==> src/rtl/pwr_seq_regs.svh <==
// register offsets, field positions, reset values and timing counts of the power sequencer
`ifndef PWR_SEQ_REGS_SVH
`define PWR_SEQ_REGS_SVH

// register indices; the byte address is four times the index
`define IDX_POWER_CONTROL 8'h87
`define IDX_INT_ENABLE    8'ha8
`define IDX_IO_CONTROL    8'hf8
`define IDX_EVT_STATUS    8'h10
`define IDX_EVT_MASK      8'h11
`define IDX_MODE_STATUS   8'h12

// power control fields
`define PC_BAUD_DOUBLE 7
`define PC_HARD_ARM    6
`define PC_RESUME_SEL  5
`define PC_GFLAG1      3
`define PC_GFLAG0      2
`define PC_SOFT_REQ    1
`define PC_IDLE_REQ    0
`define PC_WR_MASK     8'hef

// io control and interrupt enable fields
`define IO_FLOAT_SEL  0
`define IE_GLOBAL     7

// event bits
`define EV_HARD_ENTRY 0
`define EV_IRQ_WAKE   1
`define EV_RESET_WAKE 2
`define EV_WIDTH      3

// wake sources: all six in idle, external and timer 0/1 in soft sleep
`define SRC_IDLE 6'h3f
`define SRC_SOFT 6'h0f

`define REG_RESET 8'h00

// timing
`define CLK_PERIOD_NS 5
`define RESET_MIN_NS  1000
`define RESET_MIN_CYC ((`RESET_MIN_NS + `CLK_PERIOD_NS - 1) / `CLK_PERIOD_NS)

`endif

==> src/rtl/pwr_seq_pkg.sv <==
// types shared by the power sequencer
package pwr_seq_pkg;
   typedef enum logic [1:0] {
      ST_RUN  = 2'b00,
      ST_IDLE = 2'b01,
      ST_SOFT = 2'b11,
      ST_HARD = 2'b10
   } pd_state_t;
endpackage : pwr_seq_pkg

==> src/rtl/sync2.sv <==
// two-flop synchroniser for pin inputs
`timescale 1ns/10ps
`default_nettype none
module sync2 #(
   parameter int W = 1
) (
   input  wire logic         i_clk,   // system clock
   input  wire logic         i_rstn,  // async reset, active low
   input  wire logic [W-1:0] i_async, // pin levels
   input  wire logic [W-1:0] i_init,  // unused-at-reset level, constant
   output logic      [W-1:0] o_sync   // synchronised levels
);
   logic [W-1:0] meta_reg;

   initial begin
      if (W < 1) $error("sync2: width must be at least 1");
   end

   always_ff @(posedge i_clk or negedge i_rstn) begin
      if (!i_rstn) begin
         meta_reg <= '0;
         o_sync   <= '0;
      end else begin
         meta_reg <= i_async;
         o_sync   <= meta_reg;
      end
   end

   logic unused_init;
   assign unused_init = ^i_init;
endmodule : sync2
`default_nettype wire

==> src/rtl/reset_pin_filter.sv <==
// qualifies the reset pin: one pulse once it has been high for a least width
`timescale 1ns/10ps
`default_nettype none
module reset_pin_filter #(
   parameter int MIN_CYC = 200
) (
   input  wire logic i_clk,   // system clock
   input  wire logic i_rstn,  // async reset, active low
   input  wire logic i_level, // synchronised reset pin
   output logic      o_hit    // one-cycle pulse when qualified
);
   localparam int CW = $clog2(MIN_CYC + 1);
   logic [CW-1:0] cnt_reg;

   initial begin
      if (MIN_CYC < 1) $error("reset_pin_filter: MIN_CYC must be at least 1");
   end

   // a short glitch restarts the count, so noise cannot reset the core
   always_ff @(posedge i_clk or negedge i_rstn) begin
      if (!i_rstn) begin
         cnt_reg <= '0;
         o_hit   <= 1'b0;
      end else begin
         o_hit <= 1'b0;
         if (!i_level) begin
            cnt_reg <= '0;
         end else if (cnt_reg != CW'(MIN_CYC)) begin
            cnt_reg <= cnt_reg + CW'(1);
            o_hit   <= (cnt_reg == CW'(MIN_CYC - 1));
         end
      end
   end
endmodule : reset_pin_filter
`default_nettype wire

==> src/rtl/power_down_entry_and_wake.sv <==
// power-down entry, pin control and wake sequencer of the core
`timescale 1ns/10ps
`default_nettype none
`include "pwr_seq_regs.svh"
module power_down_entry_and_wake #(
   parameter int RESET_MIN_CYC = `RESET_MIN_CYC
) (
   input  wire logic        i_clk,          // 200 MHz system clock
   input  wire logic        i_rstn,         // async reset, active low
   input  wire logic        i_wb_cyc,       // wishbone cycle
   input  wire logic        i_wb_stb,       // wishbone strobe
   input  wire logic        i_wb_we,        // wishbone write
   input  wire logic [9:0]  i_wb_adr,       // wishbone byte address
   input  wire logic [3:0]  i_wb_sel,       // wishbone byte selects
   input  wire logic [31:0] i_wb_dat,       // wishbone write data
   output logic      [31:0] o_wb_dat,       // wishbone read data
   output logic             o_wb_ack,       // wishbone acknowledge
   input  wire logic        i_power_fail_in,// power-fail detect pin
   input  wire logic        i_reset_pin,    // reset pin, active high
   input  wire logic        i_ext_irq0_n,   // external interrupt 0 pin
   input  wire logic        i_ext_irq1_n,   // external interrupt 1 pin
   input  wire logic        i_ext_prog,     // external program mode pin
   input  wire logic [5:0]  i_int_flags,    // interrupt flags, ie bit order
   output logic             o_irq,          // event interrupt, level
   output logic             o_cpu_clk_en,   // cpu clock enable
   output logic             o_osc_en,       // crystal oscillator enable
   output logic             o_cpu_reset,    // cpu reset pulse, restart at 0
   output logic             o_wake_vector,  // wake pulse: take vector
   output logic             o_wake_resume,  // wake pulse: resume in line
   output logic [1:0]       o_ext_flag_set, // set external flag 0/1 while pin low in sleep
   output logic             o_timer_ext_clk,// timers 0/1 on external clocks
   output logic             o_strobe_low,   // force fetch and latch strobes low
   output logic [31:0]      o_pin_drive_en, // port drive enables, p3:p0
   output pwr_seq_pkg::pd_state_t o_mode    // current mode
);
   import pwr_seq_pkg::*;

   initial begin
      if (RESET_MIN_CYC < 1) $error("RESET_MIN_CYC must be at least 1");
   end

   // pin synchronisers
   logic [4:0] pins_s;
   sync2 #(.W(5)) u_sync (
      .i_clk  (i_clk),
      .i_rstn (i_rstn),
      .i_async({i_ext_prog, i_ext_irq1_n, i_ext_irq0_n, i_reset_pin, i_power_fail_in}),
      .i_init (5'h00),
      .o_sync (pins_s)
   );
   logic pf_s, rst_s, x0_low, x1_low, ext_prog_s;
   assign pf_s       = pins_s[0];
   assign rst_s      = pins_s[1];
   assign x0_low     = ~pins_s[2];
   assign x1_low     = ~pins_s[3];
   assign ext_prog_s = pins_s[4];

   logic reset_hit;
   reset_pin_filter #(.MIN_CYC(RESET_MIN_CYC)) u_rst (
      .i_clk  (i_clk),
      .i_rstn (i_rstn),
      .i_level(rst_s),
      .o_hit  (reset_hit)
   );

   // registers
   logic [7:0] power_control_reg;
   logic [7:0] interrupt_enable_mask_reg;
   logic [7:0] io_control_reg;
   logic [`EV_WIDTH-1:0] evt_status_reg;
   logic [`EV_WIDTH-1:0] evt_mask_reg;
   pd_state_t  state_reg;
   pd_state_t  state_next;
   logic       pf_d_reg;

   // bus decode
   logic       req, wr;
   logic [7:0] idx;
   assign req = i_wb_cyc & i_wb_stb & ~o_wb_ack;
   assign wr  = req & i_wb_we & i_wb_sel[0];
   assign idx = i_wb_adr[9:2];

   logic hard_arm, resume_sel, pin_float_sel, pf_fall;
   assign hard_arm      = power_control_reg[`PC_HARD_ARM];
   assign resume_sel    = power_control_reg[`PC_RESUME_SEL];
   assign pin_float_sel = io_control_reg[`IO_FLOAT_SEL];
   assign pf_fall       = pf_d_reg & ~pf_s;

   // wake evaluation; in sleep a low external pin counts as its flag
   logic [5:0] flags, src, en, hit;
   logic       wake_vec, wake_res, hard_go;
   always_comb begin
      flags = i_int_flags;
      if (state_reg != ST_RUN) begin
         flags[0] = flags[0] | x0_low;
         flags[2] = flags[2] | x1_low;
      end
      unique case (state_reg)
         ST_IDLE: src = `SRC_IDLE;
         ST_SOFT: src = `SRC_SOFT;
         ST_RUN,
         ST_HARD: src = 6'h00;
      endcase
      en       = interrupt_enable_mask_reg[`IE_GLOBAL] ? interrupt_enable_mask_reg[5:0] : 6'h00;
      hit      = flags & src;
      wake_vec = ~resume_sel & |(hit & en);
      wake_res = resume_sel & |hit;
      hard_go  = hard_arm & pf_fall & (state_reg != ST_HARD);
   end

   // mode sequencing
   always_comb begin
      state_next = state_reg;
      if (reset_hit) begin
         state_next = ST_RUN;
      end else if (hard_go) begin
         state_next = ST_HARD;
      end else begin
         unique case (state_reg)
            ST_RUN: begin
               if (power_control_reg[`PC_SOFT_REQ]) state_next = ST_SOFT;
               else if (power_control_reg[`PC_IDLE_REQ]) state_next = ST_IDLE;
            end
            ST_IDLE,
            ST_SOFT: begin
               if (wake_vec | wake_res) state_next = ST_RUN;
            end
            ST_HARD: state_next = ST_HARD;
         endcase
      end
   end

   always_ff @(posedge i_clk or negedge i_rstn) begin
      if (!i_rstn) begin
         state_reg <= ST_RUN;
         pf_d_reg  <= 1'b0;
      end else begin
         state_reg <= state_next;
         pf_d_reg  <= pf_s;
      end
   end

   // power control: sleep requests are dropped by hardware on every wake
   always_ff @(posedge i_clk or negedge i_rstn) begin
      if (!i_rstn) begin
         power_control_reg <= `REG_RESET;
      end else if (reset_hit) begin
         power_control_reg <= `REG_RESET;
      end else if (state_reg != ST_RUN && state_next == ST_RUN) begin
         power_control_reg[`PC_SOFT_REQ] <= 1'b0;
         power_control_reg[`PC_IDLE_REQ] <= 1'b0;
      end else if (wr && idx == `IDX_POWER_CONTROL && state_reg == ST_RUN) begin
         power_control_reg <= i_wb_dat[7:0] & `PC_WR_MASK;
      end
   end

   // cpu is stopped in sleep, so only a running core may rewrite these
   always_ff @(posedge i_clk or negedge i_rstn) begin
      if (!i_rstn) begin
         interrupt_enable_mask_reg <= `REG_RESET;
         io_control_reg            <= `REG_RESET;
      end else if (reset_hit) begin
         interrupt_enable_mask_reg <= `REG_RESET;
         io_control_reg            <= `REG_RESET;
      end else if (wr && state_reg == ST_RUN) begin
         if (idx == `IDX_INT_ENABLE) interrupt_enable_mask_reg <= i_wb_dat[7:0];
         if (idx == `IDX_IO_CONTROL) io_control_reg <= i_wb_dat[7:0];
      end
   end

   // event status: write one to clear, a new event wins over the clear
   logic [`EV_WIDTH-1:0] ev_set;
   assign ev_set = {reset_hit & (state_reg != ST_RUN),
                    (state_reg != ST_RUN) & (state_next == ST_RUN) & ~reset_hit,
                    hard_go & ~reset_hit};
   always_ff @(posedge i_clk or negedge i_rstn) begin
      if (!i_rstn) begin
         evt_status_reg <= '0;
         evt_mask_reg   <= '0;
      end else begin
         if (wr && idx == `IDX_EVT_STATUS) begin
            evt_status_reg <= (evt_status_reg & ~i_wb_dat[`EV_WIDTH-1:0]) | ev_set;
         end else begin
            evt_status_reg <= evt_status_reg | ev_set;
         end
         if (wr && idx == `IDX_EVT_MASK) evt_mask_reg <= i_wb_dat[`EV_WIDTH-1:0];
      end
   end

   // wishbone answer: ack one cycle after the request, unmapped reads zero
   always_ff @(posedge i_clk or negedge i_rstn) begin
      if (!i_rstn) begin
         o_wb_ack <= 1'b0;
         o_wb_dat <= '0;
      end else begin
         o_wb_ack <= req;
         o_wb_dat <= '0;
         if (req && !i_wb_we) begin
            unique case (idx)
               `IDX_POWER_CONTROL: o_wb_dat[7:0] <= power_control_reg;
               `IDX_INT_ENABLE:    o_wb_dat[7:0] <= interrupt_enable_mask_reg;
               `IDX_IO_CONTROL:    o_wb_dat[7:0] <= io_control_reg;
               `IDX_EVT_STATUS:    o_wb_dat[`EV_WIDTH-1:0] <= evt_status_reg;
               `IDX_EVT_MASK:      o_wb_dat[`EV_WIDTH-1:0] <= evt_mask_reg;
               `IDX_MODE_STATUS:   o_wb_dat[1:0] <= state_reg;
               default:            o_wb_dat <= '0;
            endcase
         end
      end
   end

   // pin control follows the next state so pins settle with the mode
   logic [31:0] drive_next;
   always_comb begin
      drive_next = 32'hffffffff;
      if (state_next == ST_HARD) begin
         if (pin_float_sel) begin
            drive_next = 32'h00000000;
         end else begin
            drive_next        = 32'hdfffffff;
            drive_next[7:0]   = ext_prog_s ? 8'h00 : 8'hff;
         end
      end
   end

   always_ff @(posedge i_clk or negedge i_rstn) begin
      if (!i_rstn) begin
         o_mode          <= ST_RUN;
         o_cpu_clk_en    <= 1'b1;
         o_osc_en        <= 1'b1;
         o_timer_ext_clk <= 1'b0;
         o_strobe_low    <= 1'b0;
         o_pin_drive_en  <= 32'hffffffff;
      end else begin
         o_mode          <= state_next;
         o_cpu_clk_en    <= (state_next == ST_RUN);
         o_osc_en        <= (state_next == ST_RUN) | (state_next == ST_IDLE);
         o_timer_ext_clk <= (state_next == ST_HARD) | (state_next == ST_SOFT);
         o_strobe_low    <= (state_next == ST_HARD);
         o_pin_drive_en  <= drive_next;
      end
   end

   // wake pulses; the core pushes the stopping address for the return
   always_ff @(posedge i_clk or negedge i_rstn) begin
      if (!i_rstn) begin
         o_cpu_reset    <= 1'b0;
         o_wake_vector  <= 1'b0;
         o_wake_resume  <= 1'b0;
         o_ext_flag_set <= 2'h0;
         o_irq          <= 1'b0;
      end else begin
         o_cpu_reset    <= reset_hit;
         o_wake_vector  <= ~reset_hit & ~hard_go & wake_vec;
         o_wake_resume  <= ~reset_hit & ~hard_go & wake_res;
         o_ext_flag_set <= (state_reg != ST_RUN) ? {x1_low, x0_low} : 2'h0;
         o_irq          <= |((evt_status_reg | ev_set) & evt_mask_reg);
      end
   end
endmodule : power_down_entry_and_wake
`default_nettype wire

==> config.mk <==
export PLATFORM = sky130hd
export DESIGN_NAME = power_down_entry_and_wake
export DESIGN_NICKNAME = d
export VERILOG_FILES = /design/src/rtl/pwr_seq_pkg.sv /design/src/rtl/sync2.sv /design/src/rtl/reset_pin_filter.sv /design/src/rtl/power_down_entry_and_wake.sv
export VERILOG_INCLUDE_DIRS = /design/src /design/src/rtl
export SDC_FILE = /design/constraint.sdc
export NUM_CORES = 1
export LEC_CHECK = 0
export BUFFER_PORTS_ARGS = -buffer_cell sky130_fd_sc_hd__buf_2
export CAP_MARGIN = 0
export CORE_MARGIN = 4
export CORE_UTILIZATION = 30
export DETAILED_ROUTE_END_ITERATION = 8
export PLACE_DENSITY = 0.59
export SLEW_MARGIN = 15
export SYNTH_ARGS = -nofsm -noshare
export SYNTH_HDL_FRONTEND = slang
export SYNTH_SLANG_ARGS = --single-unit
export TNS_END_PERCENT = 1
==> constraint.sdc <==
create_clock -name i_clk -period 3.35 [get_ports i_clk]
set_input_delay 0 -clock i_clk [delete_from_list [all_inputs] [get_ports i_clk]]
set_output_delay 0 -clock i_clk [all_outputs]
set_load 0.01 [all_outputs]
# Word-level counts from Yosys, hierarchy flattened
# Cells that the tools add are included.
[totals] reg_bits=127 wordCells=134 inputBits=62 out_inout_bits=77
[op_classes] addsub=1 n_mux=33 eq_ne=17 bitwise=35 n_reduce_logical=24
[ops] cell="$mux W8" n=12
[ops] cell="$mux W32" n=2
[ops] cell="$eq A8 B8 Y1 const B" n=4
[ops] cell="$eq A8 B5 Y1 const B" n=3
[ops] cell="$pmux W6 S3" n=1
[ops] cell="$and A1 B1 Y1" n=16
[ops] cell="$pmux W5 S3" n=1
[ops] cell="$mux W2" n=7
[ops] cell="$and A6 B6 Y6" n=2
[ops] cell="$mux W6" n=2
[ops] cell="$pmux W2 S6" n=1
[ops] cell="$reduce_or A6 Y1" n=2
[ops] cell="$reduce_bool A2 Y1" n=5
[ops] cell="$add A8 B1 Y8 const B" n=1
[ops] cell="$eq A2 B2 Y1 const B" n=4
[ops] cell="$ne A8 B8 Y1 const B" n=1
[ops] cell="$logic_and A1 B1 Y1" n=7
[ops] cell="$not A1 Y1" n=7
[ops] cell="$and A3 B3 Y3" n=2
[ops] cell="$or A3 B3 Y3" n=2
[ops] cell="$pmux W2 S3" n=1
[ops] cell="$reduce_and A2 Y1" n=3
[ops] cell="$or A1 B1 Y1" n=5
[ops] cell="$pmux W1 S5" n=1
[ops] cell="11 further kinds" n=18

# Depth between registers and ports, before layout
[logic_depth] word_depth=18 depth_mapped=7 depth_no_buf=6

# By module
# From an unflattened synthesis, not the netlist that was laid out.
[hier_totals] hier_cells=332 hier_area_um2=3619.7
[by_module_without_submodules] module="power_down_entry_and_wake" cells_each=274 instances=1 seq_area_each_um2=1357.6 area_each_um2=2880.3
[by_module_without_submodules] module="reset_pin_filter" cells_each=48 instances=1 seq_area_each_um2=225.2 area_each_um2=489.2
[by_module_without_submodules] module="sync2" cells_each=10 instances=1 seq_area_each_um2=250.2 area_each_um2=250.2

# Worst setup path before layout
# No wires, ideal clock.
[synth_path] path_kind="reg2reg" startpoint="register o_mode[1] (netlist name)" endpoint="register io_control_reg[7]" t_arrival_ps=1580 n_path_buf=1 synth_period_minus_slack_ps=1702 path_slack_ps=1648 path_stages_with_launch=7 t_required_ps=3228 setup_time_ps=122 path_cell_list="dfrtp_1 -> nor2_1 -> nand4_1 -> or3_1 -> buf_6 -> mux2i_1 -> nor2_1"
[synth_lines] element="end signal: assignment" line_no="power_down_entry_and_wake.sv:161" text="io_control_reg <= `REG_RESET;"
[synth_lines] element="end signal: assignment" line_no="power_down_entry_and_wake.sv:164" text="io_control_reg <= `REG_RESET;"
[synth_lines] element="end signal: assignment" line_no="power_down_entry_and_wake.sv:167" text="if (idx == `IDX_IO_CONTROL) io_control_reg <= i_wb_dat[7:0];"
[synth_lines] element="end: declaration" line_no="power_down_entry_and_wake.sv:69" text="logic [7:0] io_control_reg;"

==> metrics.md <==
| Metric | Value |
|---|---|
| Post-synth top cells | 68 x dfrtp_1, 53 x buf_4, 48 x nor2_1 |
| Flop pwr share | 44.3% |
| Setup bufs post-CTS | 0 |
| CTS tree | built |
| Post-route clock period utilization | 68.6% |
| Max-cap violation count | 0 |
| DR top layer | met4 |
| Final worst path period need | 2.30 ns |
| Fin area | roughly 4300 sq um |
| Initial antenna violation count | 0 |
| Most frequent cell after synthesis | dfrtp_1 |
| FF/Latch Area | 1830 sq um |
| Cells after synthesis | 341 |
| Setup violations, final | 0 |
| Seq/Total Area, Yosys | 50.7% |
| PnR Total Power | 2.04 mW |
| Iter 0 DRT Violations | 167 |
| Post-Layout Cell Count | 563 |
| Pint | 1.61 mW |
| Layout area overhead | 19.8% |
| Tot GR Track Use | about an eighth |
| Worst setup SP type | register |
| Layout cells sized above 1 | 27.9% |
| Fillers | 1,181 |
| Required @ worst endpoint | 3.55 ns |
| R2r setup slk | between 1 and 1.5 ns |
| Boundary pin count | ~140 |
| Max FO, Critical Path | 8 |
| Maximum VDD drop | 0.196 mV |
| Synth top area share | 47.1% |
| Horiz. Die Dim | 118 microns |
| Overflow after GRT | 0 |
| N_diodes | 0 |
| Logic pwr share | 5.3% |
| CTS H-tree lvls | 3 |
| Post-CTS resize count | 0 |
| Setup TNS Final | 0 ns |
| Post-synth top area cell | dfrtp_1 |
| Total clock sinks | between 70 and 80 |
| Slew @ Worst Pin | 0.967 ns |
| Wire length per cell | approximately 15 microns |
| First-pass GRT wire length | between 10,000 and 15,000 microns |
| Largest net degree at the start of global routing | 50 |
| Metal2 WL | 3770 microns |
| Post-synth EDFFs | 0 |
| Metal3 WL | between 600 and 700 microns |
| Seq cells post-synth | 73 |
| Ys Warns | 0 |
| Antenna Violating Nets Remaining | 0 |
| Crit Path Category | register to register |
| Switching share of power | about a fifth |
| Final hold violation count | 0 |
| CP Capture Type | register |
| DRT Pass-1 Iters | 5 |
| Synth cell types | just over 50 |
| DRC Markers | 0 |
| Footprint of the multi-input gates | 1350 sq um |
| Clk_lat worst skew | 0.33 ns |
| CP arrival | 2.50 ns |
| CTS Buffer Depth | 2 |
| Max Freq | around 0.44 GHz |
| Main synth FF type | dfrtp_1 |
| Die span in y | 118 microns |
| Status | finished, final reports clean |
| IO Port Bufs | 85 |
| Vias per cell | 4.64 |
| DP Area | 3860 sq um |
| Placed Cells | 532 |
| Switching power | 430 uW |
| CTS root buffer | clkbuf_16 |
| RSZ-0062 raised after global routing | false |
| Num rows | 39 |
| Vias in the first global route | 2,626 |
| Via count | 2,610 |
| Core area | 11,600 sq um |
| Largest cells by area after synthesis | dfrtp_1 47%, buf_4 11%, mux2i_1 7.5% |
| Setup slack after layout | 1.05 ns |
| Initial Util | 31.1% |
| Clock share of power | between 50% and 60% |
| Die area | approximately 14,000 sq um |
| Total Wirelength | 8180 microns |
| Synthesized area | 3620 sq um |
| CTS Buf Count | 9 |
| Synth async-reset ratio | 100% |
| Place WS | around 1.1 ns |
| Clock Skew | 0.00670 ns |
| Leakage power | 2.14 nW |
| GPL Wtd Cong | 0.756 |
| Worst Hold Depth | 3 |
| Register-to-Register Path Depth | 5 |
| Final layout net count | 479 |
| Worst-path clk slew | 0.06 ns |
| DP HPWL | 5990 microns |
| Slew margin rel. | a little over a third |
| Post-Syn Area per Cell | ~11 sq um |
| PD cells | between 400 and 500 nW/um^2 |
| HP Class | input pin to register |
| Wl on met1 | 3640 microns |
| Post-CTS Hold Buffers | 15 |
| Max-slew violations | 0 |
-- power groups by stage --
stage          logic, mW  clock network, mW  registers [mW]
2_1_floorplan     0.0639                  0           0.917
3_3_place_gp      0.0934                  0           0.916
3_5_place_dp      0.0956                  0           0.917
4_1_cts            0.110               1.06           0.901
5_1_grt            0.123               1.09           0.902
6_report           0.108               1.03           0.901
-- worst max-delay path: stages, from the launching register on --
cell     delay, ns
dfrtp_1       0.49
nor2_1        0.52
nand4_1       0.26
or3_1         0.60
mux2i_1       0.24
nor2_1        0.06
-- final timing paths --
path,from,to
worst max register to register,o_mode[1],io_control_reg[3]
max in group asynchronous,i_rstn,interrupt_enable_mask_reg[2]
worst max-delay path,o_mode[1],io_control_reg[3]
min in group asynchronous,i_rstn,u_sync.meta_reg[1]
worst min register to register,u_sync.meta_reg[3],u_sync.o_sync[3]
worst min-delay path,i_wb_we,o_wb_dat[4]
-- cell families after synthesis --
family | count (synthesis) | synth area share, %
other cells | 1 | 0.104
simple gates | 107 | 15.3
mux | 30 | 8.41
flops | 73 | 50.7
xor+xnor | 6 | 1.45
fa+ha+maj | 2 | 0.692
compound gates | 47 | 9.07
buf+inv | 75 | 14.3
-- cell type report --
class	count	area share (%)
Timing Repair Buffer	104	14.0
Clock buffer	11	5.60
Tap cell	143	4.13
Multi-Input combinational cell	216	31.2
Sequential cell	73	42.3
Inverter	11	0.953
Clock inverter	5	1.82
-- cell usage in the layout (no fill, tap or decap), types with 2 or more instances in the layout --
cell           instances
nand2_1               13
a31oi_1                2
and3_1                 2
a222oi_1               2
a22o_1                 8
nand3_1                8
or3_1                  2
a21oi_1                8
a22oi_1                6
mux2i_1               27
ha_1                   2
nor4_1                 2
conb_1                24
nand3b_1               5
and3b_1                2
clkinv_2               2
clkbuf_16              9
a21o_1                 6
dfstp_2                5
buf_4                  4
bufinv_16              2
o21ai_0                8
buf_2                 85
xor2_1                 3
nand2b_1               2
dlygate4sd3_1         15
xnor2_1                3
nor2b_1                4
nor4bb_1               2
nor3_1                 7
inv_1                 10
dfrtp_1               68
mux2_2                 3
nor2_1                48
-- metrics by stage --
stage / hold slack, ns / util (%)
floorplan: -0.296 / -
global placement: 0.0191 / 33.2
detailed placement: 0.0310 / 33.2
CTS: 0.00182 / 37.3
global route: 0.0307 / 37.3
finish: 0.0164 / 37.3
-- layer usage --
layer	up-vias	track usage, %
li1	1241	-
met1	1262	15.3
met2	96	19.4
met3	11	4.28
met4	0	3.88
met5	-	0
No activity file was read; power rests on OpenSTA's default activity.
